==> src/pst_pkg.sv <==
// Purpose: Shared constants for the power state stepper.
// Assumes: One 40 MHz clock, AXI4-Lite register access.
// Notes:   Register offsets are byte addresses of aligned words.
package pst_pkg;

  // ----------------------------------------------------------------
  // Clock and timing
  // ----------------------------------------------------------------
  localparam int CLK_HZ       = 40_000_000;
  localparam int DEBOUNCE_US  = 5000;
  localparam int DEBOUNCE_CYC = (CLK_HZ / 1_000_000) * DEBOUNCE_US;
  localparam int CNT_W        = 18;

  // ----------------------------------------------------------------
  // Buttons, states and load
  // ----------------------------------------------------------------
  localparam int NUM_BTN       = 4;
  localparam int BTN_RST       = 0;
  localparam int BTN_FREQ      = 1;
  localparam int BTN_UTIL      = 2;
  localparam int BTN_PIN       = 3;
  localparam int FREQ_W        = 2;
  localparam int UTIL_W        = 5;
  localparam int NUM_UNITS     = 20;
  localparam int PINS_PER_UNIT = 8;
  localparam int NUM_PINS      = NUM_UNITS * PINS_PER_UNIT;
  localparam logic [FREQ_W-1:0] FREQ_MAX = 2'h3;
  localparam logic [UTIL_W-1:0] UTIL_MAX = 5'h13;
  localparam logic [FREQ_W-1:0] FREQ_RST = 2'h0;
  localparam logic [UTIL_W-1:0] UTIL_RST = 5'h00;
  localparam logic              OUTEN_RST = 1'h0;

  // Pace accumulator steps: stopped, one third, two thirds, full rate.
  localparam int PACE_W = 9;
  localparam logic [3:0][PACE_W-1:0] PACE_STEP =
    {9'h100, 9'h0ab, 9'h055, 9'h000};

  // ----------------------------------------------------------------
  // Register map
  // ----------------------------------------------------------------
  localparam int ADDR_W = 4;
  localparam logic [ADDR_W-1:0] REG_STATE  = 4'h0;
  localparam logic [ADDR_W-1:0] REG_STATUS = 4'h4;
  localparam int ST_FREQ_LSB  = 0;
  localparam int ST_UTIL_LSB  = 4;
  localparam int ST_OUTEN_BIT = 12;
  localparam logic [1:0] RESP_OKAY   = 2'h0;
  localparam logic [1:0] RESP_SLVERR = 2'h2;

endpackage : pst_pkg

==> src/pst_load_unit.sv <==
// Purpose: One replicated load slice with shift register, ROM, multiply.
// Assumes: advance pulses mark the slice's own pace.
// Notes:   Read data of the ROM leaves through a register.
`timescale 1ns/1ps
module pst_load_unit #(
  parameter logic [15:0] Seed = 16'h1
) (
  // Clock and reset
  input  wire logic       core_clk,
  input  wire logic       rst_n,
  // Control
  input  wire logic       advance,
  input  wire logic       drive,
  // Pins
  output logic [7:0]      pinData
);
  import pst_pkg::*;

  typedef struct packed {
    logic [15:0] shift;
    logic [7:0]  romData;
    logic [15:0] product;
    logic [7:0]  pins;
  } pst_unit_t;

  pst_unit_t r;
  pst_unit_t n;

  function automatic logic [7:0] romLookup(input logic [3:0] a);
    logic [7:0] d;
    d = 8'h00;
    case (a)
      4'h0: d = 8'h3c;  4'h1: d = 8'ha5;  4'h2: d = 8'h5e;  4'h3: d = 8'h91;
      4'h4: d = 8'h07;  4'h5: d = 8'hd2;  4'h6: d = 8'h6b;  4'h7: d = 8'he8;
      4'h8: d = 8'h14;  4'h9: d = 8'hc7;  4'ha: d = 8'h7f;  4'hb: d = 8'h2a;
      4'hc: d = 8'hb9;  4'hd: d = 8'h40;  4'he: d = 8'hf3;  default: d = 8'h86;
    endcase
    return d;
  endfunction : romLookup

  // ----------------------------------------------------------------
  // Load datapath
  // ----------------------------------------------------------------
  always_comb begin
    n = r;
    if (advance) begin
      n.shift   = {r.shift[14:0],
                   r.shift[15] ^ r.shift[13] ^ r.shift[12] ^ r.shift[10]};
      n.romData = romLookup(r.shift[3:0]);
      n.product = r.romData * r.shift[15:8];
      n.pins    = r.product[7:0] ^ r.product[15:8];
    end
    if (!drive) begin
      n.pins = 8'h00;
    end
  end

  always_ff @(posedge core_clk) begin
    if (!rst_n) begin
      r <= '{shift: Seed, romData: 8'h00, product: 16'h0000, pins: 8'h00};
    end else begin
      r <= n;
    end
  end

  assign pinData = r.pins;

endmodule : pst_load_unit

==> src/pst_stepper.sv <==
// Purpose: Button-driven power state stepper with replicated load.
// Assumes: Buttons are active low and asynchronous to core_clk.
// Notes:   Software sees and sets the states over AXI4-Lite.
//
// How it works
// - Everything runs on one input clock.
// - Reset button clears frequency, resource, enable.
// - Frequency button steps frequency state up.
// - Resource button steps resource state up.
// - Output button toggles the output enable.
// - Two LEDs show frequency state code.
// - Five LEDs show resource state code.
// - Resource state sets eight pins per step.
// - Frequency state sets pin toggle rate.
// - Active-low lamp lit while outputs enabled.
// - Load slices up to the resource state shift every paced cycle.
//
// The implementer's own choices: the AXI4-Lite register port and the address map.
`timescale 1ns/1ps
module pst_stepper #(
  parameter int DebounceCycles = pst_pkg::DEBOUNCE_CYC
) (
  // Clock and reset
  input  wire logic                         core_clk,
  input  wire logic                         rst_n,
  // Push buttons
  input  wire logic                         resetButtonN,
  input  wire logic                         freqButtonN,
  input  wire logic                         utilButtonN,
  input  wire logic                         pinToggleButtonN,
  // Indicator LEDs
  output logic                              freqIndicatorBit0,
  output logic                              freqIndicatorBit1,
  output logic [pst_pkg::UTIL_W-1:0]        utilIndicator,
  output logic                              pinToggleLampN,
  // Load pins
  output logic [pst_pkg::NUM_PINS-1:0]      loadPins,
  // AXI4-Lite write address
  input  wire logic                         s_axi_awvalid,
  output logic                              s_axi_awready,
  input  wire logic [pst_pkg::ADDR_W-1:0]   s_axi_awaddr,
  input  wire logic [2:0]                   s_axi_awprot,
  // AXI4-Lite write data
  input  wire logic                         s_axi_wvalid,
  output logic                              s_axi_wready,
  input  wire logic [31:0]                  s_axi_wdata,
  input  wire logic [3:0]                   s_axi_wstrb,
  // AXI4-Lite write response
  output logic                              s_axi_bvalid,
  input  wire logic                         s_axi_bready,
  output logic [1:0]                        s_axi_bresp,
  // AXI4-Lite read address
  input  wire logic                         s_axi_arvalid,
  output logic                              s_axi_arready,
  input  wire logic [pst_pkg::ADDR_W-1:0]   s_axi_araddr,
  input  wire logic [2:0]                   s_axi_arprot,
  // AXI4-Lite read data
  output logic                              s_axi_rvalid,
  input  wire logic                         s_axi_rready,
  output logic [31:0]                       s_axi_rdata,
  output logic [1:0]                        s_axi_rresp
);
  import pst_pkg::*;

  // Last count of a stable level before the debounced output follows it.
  localparam logic [CNT_W-1:0] DEB_LAST = CNT_W'(DebounceCycles - 1);

  // All registers of the stepper, held in one word.
  typedef struct packed {
    logic [NUM_BTN-1:0]            sync1;
    logic [NUM_BTN-1:0]            sync2;
    logic [NUM_BTN-1:0]            deb;
    logic [NUM_BTN-1:0][CNT_W-1:0] cnt;
    logic [FREQ_W-1:0]             freq;
    logic [UTIL_W-1:0]             util;
    logic                          outEn;
    logic [PACE_W-2:0]             pace;
    logic                          paceHit;
    logic                          awHave;
    logic [ADDR_W-1:0]             awAddr;
    logic                          wHave;
    logic [31:0]                   wData;
    logic [3:0]                    wStrb;
    logic                          bValid;
    logic [1:0]                    bResp;
    logic                          rValid;
    logic [31:0]                   rData;
    logic [1:0]                    rResp;
  } pst_state_t;

  pst_state_t r;
  pst_state_t n;

  logic [NUM_BTN-1:0]           btnRaw;
  logic [NUM_BTN-1:0]           press;
  logic [NUM_UNITS-1:0]         unitOn;

  // Register that a bus address selects.
  typedef enum logic [1:0] {
    SEL_STATE,
    SEL_STATUS,
    SEL_NONE
  } pst_sel_t;

  // Maps a byte address onto the register that it selects.
  function automatic pst_sel_t regDecode(input logic [ADDR_W-1:0] a);
    pst_sel_t s;
    if (a == REG_STATE) begin
      s = SEL_STATE;
    end else if (a == REG_STATUS) begin
      s = SEL_STATUS;
    end else begin
      s = SEL_NONE;
    end
    return s;
  endfunction : regDecode

  // Packs the three state fields into the layout of the state register.
  function automatic logic [31:0] stateWord(
    input logic [FREQ_W-1:0] f,
    input logic [UTIL_W-1:0] u,
    input logic              o
  );
    logic [31:0] w;
    w                        = 32'h0000_0000;
    w[ST_FREQ_LSB +: FREQ_W] = f;
    w[ST_UTIL_LSB +: UTIL_W] = u;
    w[ST_OUTEN_BIT]          = o;
    return w;
  endfunction : stateWord

  // Reports the debounced button levels with a pressed button as one.
  function automatic logic [31:0] statusWord(
    input logic [NUM_BTN-1:0] debLevel
  );
    logic [31:0] w;
    w              = 32'h0000_0000;
    w[NUM_BTN-1:0] = ~debLevel;
    return w;
  endfunction : statusWord

  // Steps a state code up by one and wraps past its top value.
  function automatic logic [UTIL_W-1:0] stepWrap(
    input logic [UTIL_W-1:0] v,
    input logic [UTIL_W-1:0] top
  );
    logic [UTIL_W-1:0] s;
    s = (v >= top) ? '0 : UTIL_W'(v + 1'b1);
    return s;
  endfunction : stepWrap

  assign btnRaw = {pinToggleButtonN, utilButtonN, freqButtonN, resetButtonN};

  // ----------------------------------------------------------------
  // Button conditioning and state stepping
  // ----------------------------------------------------------------
  always_comb begin
    logic [PACE_W-1:0] paceSum;
    logic              doWrite;
    logic [31:0]       wr;
    n       = r;
    press   = '0;
    paceSum = '0;
    doWrite = 1'b0;
    wr      = 32'h0000_0000;

    for (int i = 0; i < NUM_BTN; i++) begin
      // Only the second flip-flop of each synchroniser feeds the debouncer.
      // two-stage sync then stable count
      n.sync1[i] = btnRaw[i];
      n.sync2[i] = r.sync1[i];
      if (r.sync2[i] != r.deb[i]) begin
        if (r.cnt[i] >= DEB_LAST) begin
          n.deb[i] = r.sync2[i];
          n.cnt[i] = '0;
          press[i] = r.deb[i];
        end else begin
          n.cnt[i] = CNT_W'(r.cnt[i] + 1'b1);
        end
      end else begin
        n.cnt[i] = '0;
      end
    end

    // ----------------------------------------------------------------
    // Register write path
    // ----------------------------------------------------------------
    // Software write into the state register, taken once both halves
    // of the write have arrived.
    if (r.awHave && r.wHave && !r.bValid) begin
      n.awHave = 1'b0;
      n.wHave  = 1'b0;
      n.bValid = 1'b1;
      if (regDecode(r.awAddr) == SEL_STATE) begin
        doWrite = 1'b1;
        wr      = r.wData;
        n.bResp = RESP_OKAY;
      end else if (regDecode(r.awAddr) == SEL_STATUS) begin
        n.bResp = RESP_OKAY;
      end else begin
        n.bResp = RESP_SLVERR;
      end
    end
    if (doWrite && r.wStrb[0]) begin
      n.freq = wr[ST_FREQ_LSB +: FREQ_W];
      if (wr[ST_UTIL_LSB +: UTIL_W] <= UTIL_MAX) begin
        n.util = wr[ST_UTIL_LSB +: UTIL_W];
      end
    end
    if (doWrite && r.wStrb[1]) begin
      n.outEn = wr[ST_OUTEN_BIT];
    end

    // ----------------------------------------------------------------
    // State stepping
    // ----------------------------------------------------------------
    // A press in the same cycle as a bus write overrides that field.
    // frequency advance
    if (press[BTN_FREQ]) begin
      n.freq = FREQ_W'(stepWrap(UTIL_W'(r.freq), UTIL_W'(FREQ_MAX)));
    end
    if (press[BTN_UTIL]) begin
      n.util = stepWrap(r.util, UTIL_MAX);
    end
    if (press[BTN_PIN]) begin
      n.outEn = ~r.outEn;
    end
    // The reset button acts on its level and masks writes while held.
    // reset button clears all
    if (!r.deb[BTN_RST]) begin
      n.freq  = FREQ_RST;
      n.util  = UTIL_RST;
      n.outEn = OUTEN_RST;
    end

    // ----------------------------------------------------------------
    // Load pacing
    // ----------------------------------------------------------------
    // Full rate carries every cycle; the remainder stays in the sum.
    // pace accumulator sets toggle rate
    paceSum   = PACE_W'({1'b0, r.pace}) + PACE_STEP[r.freq];
    n.pace    = paceSum[PACE_W-2:0];
    n.paceHit = paceSum[PACE_W-1];

    // ----------------------------------------------------------------
    // Bus channel handshakes
    // ----------------------------------------------------------------
    // Write address and data channels, taken in either order.
    if (s_axi_awvalid && s_axi_awready) begin
      n.awHave = 1'b1;
      n.awAddr = s_axi_awaddr;
    end
    if (s_axi_wvalid && s_axi_wready) begin
      n.wHave = 1'b1;
      n.wData = s_axi_wdata;
      n.wStrb = s_axi_wstrb;
    end
    if (r.bValid && s_axi_bready) begin
      n.bValid = 1'b0;
    end

    // Read channel: data one cycle after the address is taken.
    if (s_axi_arvalid && s_axi_arready) begin
      n.rValid = 1'b1;
      n.rData  = 32'h0000_0000;
      n.rResp  = RESP_OKAY;
      if (regDecode(s_axi_araddr) == SEL_STATE) begin
        n.rData = stateWord(r.freq, r.util, r.outEn);
      end else if (regDecode(s_axi_araddr) == SEL_STATUS) begin
        n.rData = statusWord(r.deb);
      end else begin
        n.rResp = RESP_SLVERR;
      end
    end else if (r.rValid && s_axi_rready) begin
      n.rValid = 1'b0;
    end
  end

  // ----------------------------------------------------------------
  // State register
  // ----------------------------------------------------------------
  // single clock domain
  always_ff @(posedge core_clk) begin
    if (!rst_n) begin
      r       <= '0;
      r.sync1 <= '1;
      r.sync2 <= '1;
      r.deb   <= '1;
      r.freq  <= FREQ_RST;
      r.util  <= UTIL_RST;
      r.outEn <= OUTEN_RST;
    end else begin
      r <= n;
    end
  end

  // ----------------------------------------------------------------
  // Replicated load
  // ----------------------------------------------------------------
  // Units above the resource state neither advance nor drive their pins.
  // eight pins per resource step
  always_comb begin
    for (int u = 0; u < NUM_UNITS; u++) begin
      unitOn[u] = (UTIL_W'(u) <= r.util);
    end
  end

  for (genvar g = 0; g < NUM_UNITS; g++) begin : gLoad
    pst_load_unit #(
      .Seed (16'(16'h1d3 * (g + 1)))
    ) uUnit (
      .core_clk (core_clk),
      .rst_n    (rst_n),
      .advance  (r.paceHit && unitOn[g]),
      .drive    (r.outEn && unitOn[g]),
      .pinData  (loadPins[g*PINS_PER_UNIT +: PINS_PER_UNIT])
    );
  end

  // ----------------------------------------------------------------
  // Indicators and bus outputs
  // ----------------------------------------------------------------
  // frequency code on two LEDs
  assign freqIndicatorBit0 = r.freq[0];
  assign freqIndicatorBit1 = r.freq[1];
  assign utilIndicator     = r.util;
  assign pinToggleLampN    = ~r.outEn;

  // Ready stays low while a write awaits its answer: one write at a time.
  assign s_axi_awready = !r.awHave && !r.bValid;
  assign s_axi_wready  = !r.wHave && !r.bValid;
  assign s_axi_bvalid  = r.bValid;
  assign s_axi_bresp   = r.bResp;
  assign s_axi_arready = !r.rValid;
  assign s_axi_rvalid  = r.rValid;
  assign s_axi_rdata   = r.rData;
  assign s_axi_rresp   = r.rResp;

endmodule : pst_stepper

==> config.mk <==
export PLATFORM = sky130hd
export DESIGN_NAME = pst_stepper
export DESIGN_NICKNAME = d
export VERILOG_FILES = /design/src/pst_pkg.sv /design/src/pst_load_unit.sv /design/src/pst_stepper.sv
export SDC_FILE = /design/constraint.sdc
export NUM_CORES = 2
export LEC_CHECK = 0
export BUFFER_PORTS_ARGS = -buffer_cell sky130_fd_sc_hd__buf_2
export CAP_MARGIN = 20
export CORE_ASPECT_RATIO = 1.5
export CORE_UTILIZATION = 60
export CTS_BUF_LIST = sky130_fd_sc_hd__clkbuf_16
export DETAILED_ROUTE_END_ITERATION = 8
export PLACE_DENSITY = 0.77
export SLEW_MARGIN = 5
export SYNTH_ARGS = -nofsm -noshare
export SYNTH_HDL_FRONTEND = slang
export SYNTH_SLANG_ARGS = --single-unit
==> constraint.sdc <==
create_clock -name core_clk -period 13 [get_ports core_clk]
set_input_delay 0.65 -clock core_clk [delete_from_list [all_inputs] [get_ports core_clk]]
set_output_delay 0.65 -clock core_clk [all_outputs]
set_load 0.05 [all_outputs]
# Word-level counts from Yosys, hierarchy flattened
# Memory sizes are Yosys's and may differ from the RTL's. A register that Yosys moved wholly into a read port is not among the register bits.
# Index checks and enable logic that the tools add are counted.
# op_classes
n_eq_ne	8
muxes	41
n_addsub	7
mul	20
reduce_logical	117
magnitude_cmp	28
n_bitwise	87
# ops
operator	count
multiplier 8 x 8 -> 16 bit	20
bitwise XOR 8 bit	20
adder 18 x 1 -> 18 bit, second input constant	4
greater-or-equal comparator 18 bit, second input constant	4
bitwise XOR 1 bit	60
AND reduction 2 bit	26
logical AND 1 bit	51
<= comparator 4 x 5 -> 1 bit, first input constant	8
two-way mux 13 bit	3
two-way mux 37 bit	1
two-way mux 2 bit	16
zero test 1 bit	24
<= comparator 3 x 5 -> 1 bit, first input constant	4
<= comparator 5 bit, first input constant	4
two-way mux 5 bit	4
binary-select mux 9 bit (select 2 bit)	1
nonzero test 2 bit	7
two-way mux 1 bit	13
OR reduction 3 bit	4
<= comparator 1 x 5 -> 1 bit, first input constant	2
<= comparator 2 x 5 -> 1 bit, first input constant	2
adder 8 x 9 -> 9 bit	1
two-way mux 9 bit	1
equality test 4 x 3 -> 1 bit, second input constant	2
15 further kinds	26
# word_totals
inputBits	61
rom_bits	2560
ff_bits	981
word_cells	413
mem_count	20
# mem_list
name	depth	word_bits	read_ports	rd_clocked_by_memory_dff	write_ports	line	source
(no name shown)	16	8	1	1	0	pst_load_unit.sv:32	case (a)
(no name shown)	16	8	1	1	0	pst_load_unit.sv:32	
(no name shown)	16	8	1	1	0	pst_load_unit.sv:32	
(no name shown)	16	8	1	1	0	pst_load_unit.sv:32	
(no name shown)	16	8	1	1	0	pst_load_unit.sv:32	
(no name shown)	16	8	1	1	0	pst_load_unit.sv:32	
14 more memories	-	-	-	-	-	-	

# Logic depth before layout (Yosys ltp)
# depth
word_depth	11
mapped_depth	17

# Hierarchy
# Synthesis repeated with hierarchy kept, for this count alone.
# unflattened
hier_cells	10119
hier_area_um2	91431.4
# by_module_without_submodules
module	n_inst	cells_each	area_each_um2
pst_load_unit (gLoad[19].uUnit ...)	2	468	4250.3
pst_stepper	1	784	6572.6
pst_load_unit (gLoad[0].uUnit)	1	473	4304.1
pst_load_unit (gLoad[3].uUnit)	1	474	4300.4
pst_load_unit (gLoad[4].uUnit)	1	470	4299.1
pst_load_unit (gLoad[7].uUnit)	1	475	4294.1
pst_load_unit (gLoad[8].uUnit)	1	475	4291.6
pst_load_unit (gLoad[5].uUnit)	1	475	4287.9
pst_load_unit (gLoad[18].uUnit)	1	468	4251.6
pst_load_unit (gLoad[14].uUnit)	1	468	4245.3
pst_load_unit (gLoad[9].uUnit)	1	469	4234.1
pst_load_unit (gLoad[17].uUnit)	1	475	4216.5
pst_load_unit (gLoad[10].uUnit)	1	458	4214.0
pst_load_unit (gLoad[15].uUnit)	1	458	4211.5
6 more rows	-	-	-

# Worst setup path after synthesis
# OpenSTA, ideal clock, no wires.
# synth_path
kind	register to register
start	reg gLoad[18].uUnit.r[42] (netlist name)
end	reg gLoad[18].uUnit.r[22] (netlist name)
synth_period_minus_slack_ns	4.283
arrival_time_ns	4.155
n_path_buf	1
setup_time_ns	0.128
stages_incl_launch_ff	17
setup_slack_ns	8.717
cell_sequence	dfxtp_1 clkbuf_1 nand2_1 fa_1 fa_1 inv_1 fa_1 inv_1 fa_1 inv_1 ha_1 o21a_1 o21a_1 and3_1 a311oi_1 mux2i_1 o211ai_1
# synth_via
elab_chain_cells	1
# synth_rtl
item	line	source
start, declared	pst_load_unit.sv:26	pst_unit_t r;
start signal, assigned	pst_load_unit.sv:60	r <= '{shift: Seed, romData: 8'h00, product: 16'h0000, pins: 8'h00};
start signal, assigned	pst_load_unit.sv:62	r <= n;
multiplier 8 x 8 -> 16 bit	pst_load_unit.sv:50	n.product = r.romData * r.shift[15:8];
# Every way passes these cells.
# A chain may end at the register's enable or synchronous reset.

# Worst setup path in the final report
# layout_path
start	reg gLoad[7].uUnit.r[42] (netlist name)
end	reg gLoad[7].uUnit.r[23] (netlist name)
# layout_via
elab_chain_cells	1
# layout_rtl
item	line
start, declared	pst_load_unit.sv:26
start signal, assigned	pst_load_unit.sv:60
start signal, assigned	pst_load_unit.sv:62
multiplier 8 x 8 -> 16 bit	pst_load_unit.sv:50
# Every way passes these cells.

==> reports/summary.txt <==
Initial Util -> 0.606
Avg Synthesized Cell Area -> 8.42 µm²
# port buffers -> 213
Status -> completed
Number of synthesized flops with an enable pin -> 0
Final Slew Violations -> 0
Dpl cells -> 12000
Power per cell area -> 74.0 mW/mm²
Critical path class -> flop to flop
Worst reg2reg endpoint -> gLoad[7].uUnit.r[23]
Main synth FF type -> dfxtp_1
Clock sinks -> 1091
Post-CTS Resized -> 0
Via density -> 5.64
Lkg Pwr -> 42.5 nW
Worst-skew pair later-pin latency -> 770 ps
Yosys Warn Count -> 0
Hold path startpoint -> s_axi_rready
I/O Pins -> 270
Hold buffers post-CTS -> 0
Cells on worst reg2reg path -> 16
Final Hold Fails -> 0
Synth async-reset ratio -> 0
Worst reg2reg setup slack -> 8180 ps
Max-slew headroom -> 0.271
First-pass GRT wire length -> 337000 µm
Skew final -> 29.9 ps
Die Wd -> 316 µm
Crit path launch type -> flop
Synthesized area -> 0.0888 mm²
Row count -> 172
Fin cells -> 12300
Post-CTS Setup Inserts -> 0
Top Family by Delay on Critical Path -> adder cells
GRT overflow -> 0
Die Ht -> 473 µm
Maxcap violations -> 0
Hold path cells -> 2
Slew @ Worst Pin -> 1080 ps
Layout cells sized above 1 -> 0.0526
Post-route ant nets -> 0
Initial antenna violation count -> 5
Clock Path Buffers -> 3
DR DRC count -> 0
Worst-path clk slew -> 60 ps
Worst Hold End -> s_axi_rvalid
Root Buffer -> clkbuf_16
Placeable Area -> 0.147 mm²
Minimum clock period -> 4820 ps
Die area -> 0.150 mm²
Largest net degree at the start of global routing -> 179
Worst Setup End Kind -> flop
GRT Total Usage -> 0.271
Starting DRT DRC Count -> 3660
Worst path max stage delay -> 650 ps
Final wirelength -> 200000 µm
Tcrit/Tclk final -> 0.370
Total number of vias -> 69200
#FFs+latches synth -> 1091
Post-DP HPWL -> 147000 µm
Peak supply drop -> 107 µV
Wire length per cell -> 16.4 µm
Total power -> 0.00690 W
Worst Path Buf+Inv -> 4
Sequential area share after synthesis -> 0.246
Post-synthesis cell type count -> 81
Crit path DAT -> 5440 ps
CP Max Fanout -> 11
RSZ-0062 raised after global routing -> false
DRT Pass-1 Iters -> 7
Worst path slowest cell -> o41ai_1
# nets final -> 11900
Num CTS Buffers -> 110
Cell chain of the critical path -> and2_1 -> fa_1 -> inv_1 -> fa_1 -> inv_1 -> fa_1 -> inv_1 -> fa_1 -> inv_1 -> ha_1 -> o21ai_0 -> a21oi_1 -> o41ai_1 -> o21ai_0 -> a211oi_1 -> a211oi_1
Worst reg2reg startpoint -> gLoad[7].uUnit.r[42]
Final Hold Slack -> 81.1 ps
TritonCTS clock tree -> done
Vias in the first global route -> 70400
Hold WC Path Type -> input port to flop
Critical Path RT -> 13620 ps
Cells after Synth -> 10500
Setup violators final -> 0
Total Neg Setup Slack -> 0 ps
Fmax -> 208 MHz
Area delta synth->final -> 5.17%
Final RePlAce weighted congestion -> 0.884
CTS H-tree depth -> 3
[power by group]
group	internal (W)	switching (W)	total, W
logic	0.0000154	0.0000906	0.000106
registers	0.00335	0.00000516	0.00335
clock network	0.00195	0.00149	0.00345
total	0.00532	0.00159	0.00690
[kinds of logic after synthesis]
family | Yosys count | share of synthesized area
AO/OA/AOI/OAI | 1691 | 0.119
XOR/XNOR | 443 | 0.0437
adder cells (fa/ha/maj) | 1596 | 0.286
buffers and inverters | 1801 | 0.0859
flip-flops | 1091 | 0.246
multiplexers | 96 | 0.0134
other | 1 | 0.0000422
AND/OR/NAND/NOR | 3824 | 0.206
[flip-flops by register name, indices dropped and copies added (netlist names)]
register and cells:
utilIndicator 5, freqIndicatorBit1 1, s_axi_rresp 1, freqIndicatorBit0 1
n 4, gLoad.uUnit.pinData 160, gLoad.uUnit.r 800, s_axi_bvalid 1
r 106, s_axi_rvalid 1, s_axi_bresp 1, s_axi_rdata 10
[layout by cell type (no fill, tap or decap), types with 17 or more instances in the layout]
cell type  netlist  final
a211oi_1       323    323
a21o_1          58     58
a21oi_1        649    646
a311oi_1        27     27
a31oi_1         24     23
and2_1        1010   1008
and3_1          44     44
buf_2           71    212
buf_4          201     56
bufinv_16        0     19
clkbuf_16        0    111
clkinv_2         0     17
conb_1           1     24
dfxtp_1       1091   1090
fa_1           721    721
ha_1           875    875
inv_1         1089   1102
mux2i_1         68     68
mux4_2          17     17
nand2_1       1390   1390
nand2b_1        77     77
nand3_1        293    293
nand4_1         18     18
nor2_1         667    662
nor2b_1         52     52
nor3_1         168    168
nor3b_1         18     17
nor4_1          25     25
o211ai_1        83     83
o21a_1          83     83
o21ai_0        275    275
o22ai_1         20     20
o31a_1          19     19
o32ai_1         17     17
xnor2_1        310    310
xor2_1         133    133
[through the flow]
stage          cell area [µm²]  worst slack, ps  utilization
2_1_floorplan            88900             8720            -
3_3_place_gp             89400             8310        0.610
3_5_place_dp             89400             8290        0.610
4_1_cts                  93300             8170        0.637
5_1_grt                  93400             7920        0.637
6_report                 93400             8180        0.637
[cell type report]
| type | instances | area, µm² |
|---|---|---|
| Antenna cell | 3 | 7.51 |
| Clock buffer | 111 | 2780 |
| Clock inverter | 98 | 1100 |
| Fill cell | 12300 | 53200 |
| Inverter | 1091 | 4100 |
| Multi-Input combinational cell | 7674 | 59600 |
| Sequential cell | 1091 | 21800 |
| Tap cell | 1914 | 2390 |
| Timing Repair Buffer | 274 | 1580 |
[cells in the mapped netlist, types with 9 or more instances]
cell / number / area, µm²
a311oi_1: 27 / 236
ha_1: 875 / 10900
dfxtp_1: 1091 / 21800
o211ai_1: 83 / 623
and2_1: 1010 / 6320
o21bai_1: 13 / 97.6
o21ai_1: 9 / 45.0
xnor2_1: 310 / 2720
mux2i_1: 68 / 681
clkbuf_1: 402 / 1510
inv_1: 1089 / 4090
a21o_1: 58 / 435
nor3_1: 168 / 841
mux2_2: 11 / 124
xor2_1: 133 / 1160
o31a_1: 19 / 166
a22oi_1: 10 / 75.1
nand3_1: 293 / 1470
or4_1: 9 / 67.6
buf_2: 71 / 355
mux4_2: 17 / 383
o21ai_0: 275 / 1380
o22ai_1: 20 / 125
nand2b_1: 77 / 482
or3_1: 16 / 100
nor4_1: 25 / 156
nand4_1: 18 / 113
o2111ai_1: 11 / 96.3
o31ai_1: 12 / 90.1
nor2b_1: 52 / 325
a31oi_1: 24 / 150
buf_4: 201 / 1510
o21a_1: 83 / 623
a211oi_1: 323 / 2420
nor2_1: 667 / 2500
fa_1: 721 / 14400
and3_1: 44 / 275
buf_1: 34 / 128
nor3b_1: 18 / 135
o32ai_1: 17 / 149
a21oi_1: 649 / 3250
nand2_1: 1390 / 5220
[worst max-delay path by stage]
stage	startpoint	endpoint	slack, ps	depth (start not counted)
3_3_place_gp	gLoad[7].uUnit.r[42]	gLoad[7].uUnit.r[23]	8310	16
3_5_place_dp	gLoad[7].uUnit.r[42]	gLoad[7].uUnit.r[23]	8290	16
6_report	gLoad[7].uUnit.r[42]	gLoad[7].uUnit.r[23]	8180	16
4_1_cts	gLoad[7].uUnit.r[42]	gLoad[7].uUnit.r[23]	8170	16
5_1_grt	gLoad[7].uUnit.r[42]	gLoad[7].uUnit.r[23]	7920	16
2_1_floorplan	gLoad[18].uUnit.r[42]	gLoad[18].uUnit.r[22]	8720	16
[worst reg2reg max path: cells and delay by family (launching register included)]
family | cells | cell delay, ps
buffers and inverters | 4 | 210
AO/OA/AOI/OAI | 6 | 1490
adder cells (fa/ha/maj) | 5 | 2330
flip-flops | 1 | 440
AND/OR/NAND/NOR | 1 | 220
[per-layer routing]
metal | GRT usage | share of wire
met4 | 0.0960 | 0.027
met3 | 0.0509 | 0.061
met2 | 0.498 | 0.52
met5 | 0 | 0
met1 | 0.307 | 0.39
(Power assumes the default switching activity.)
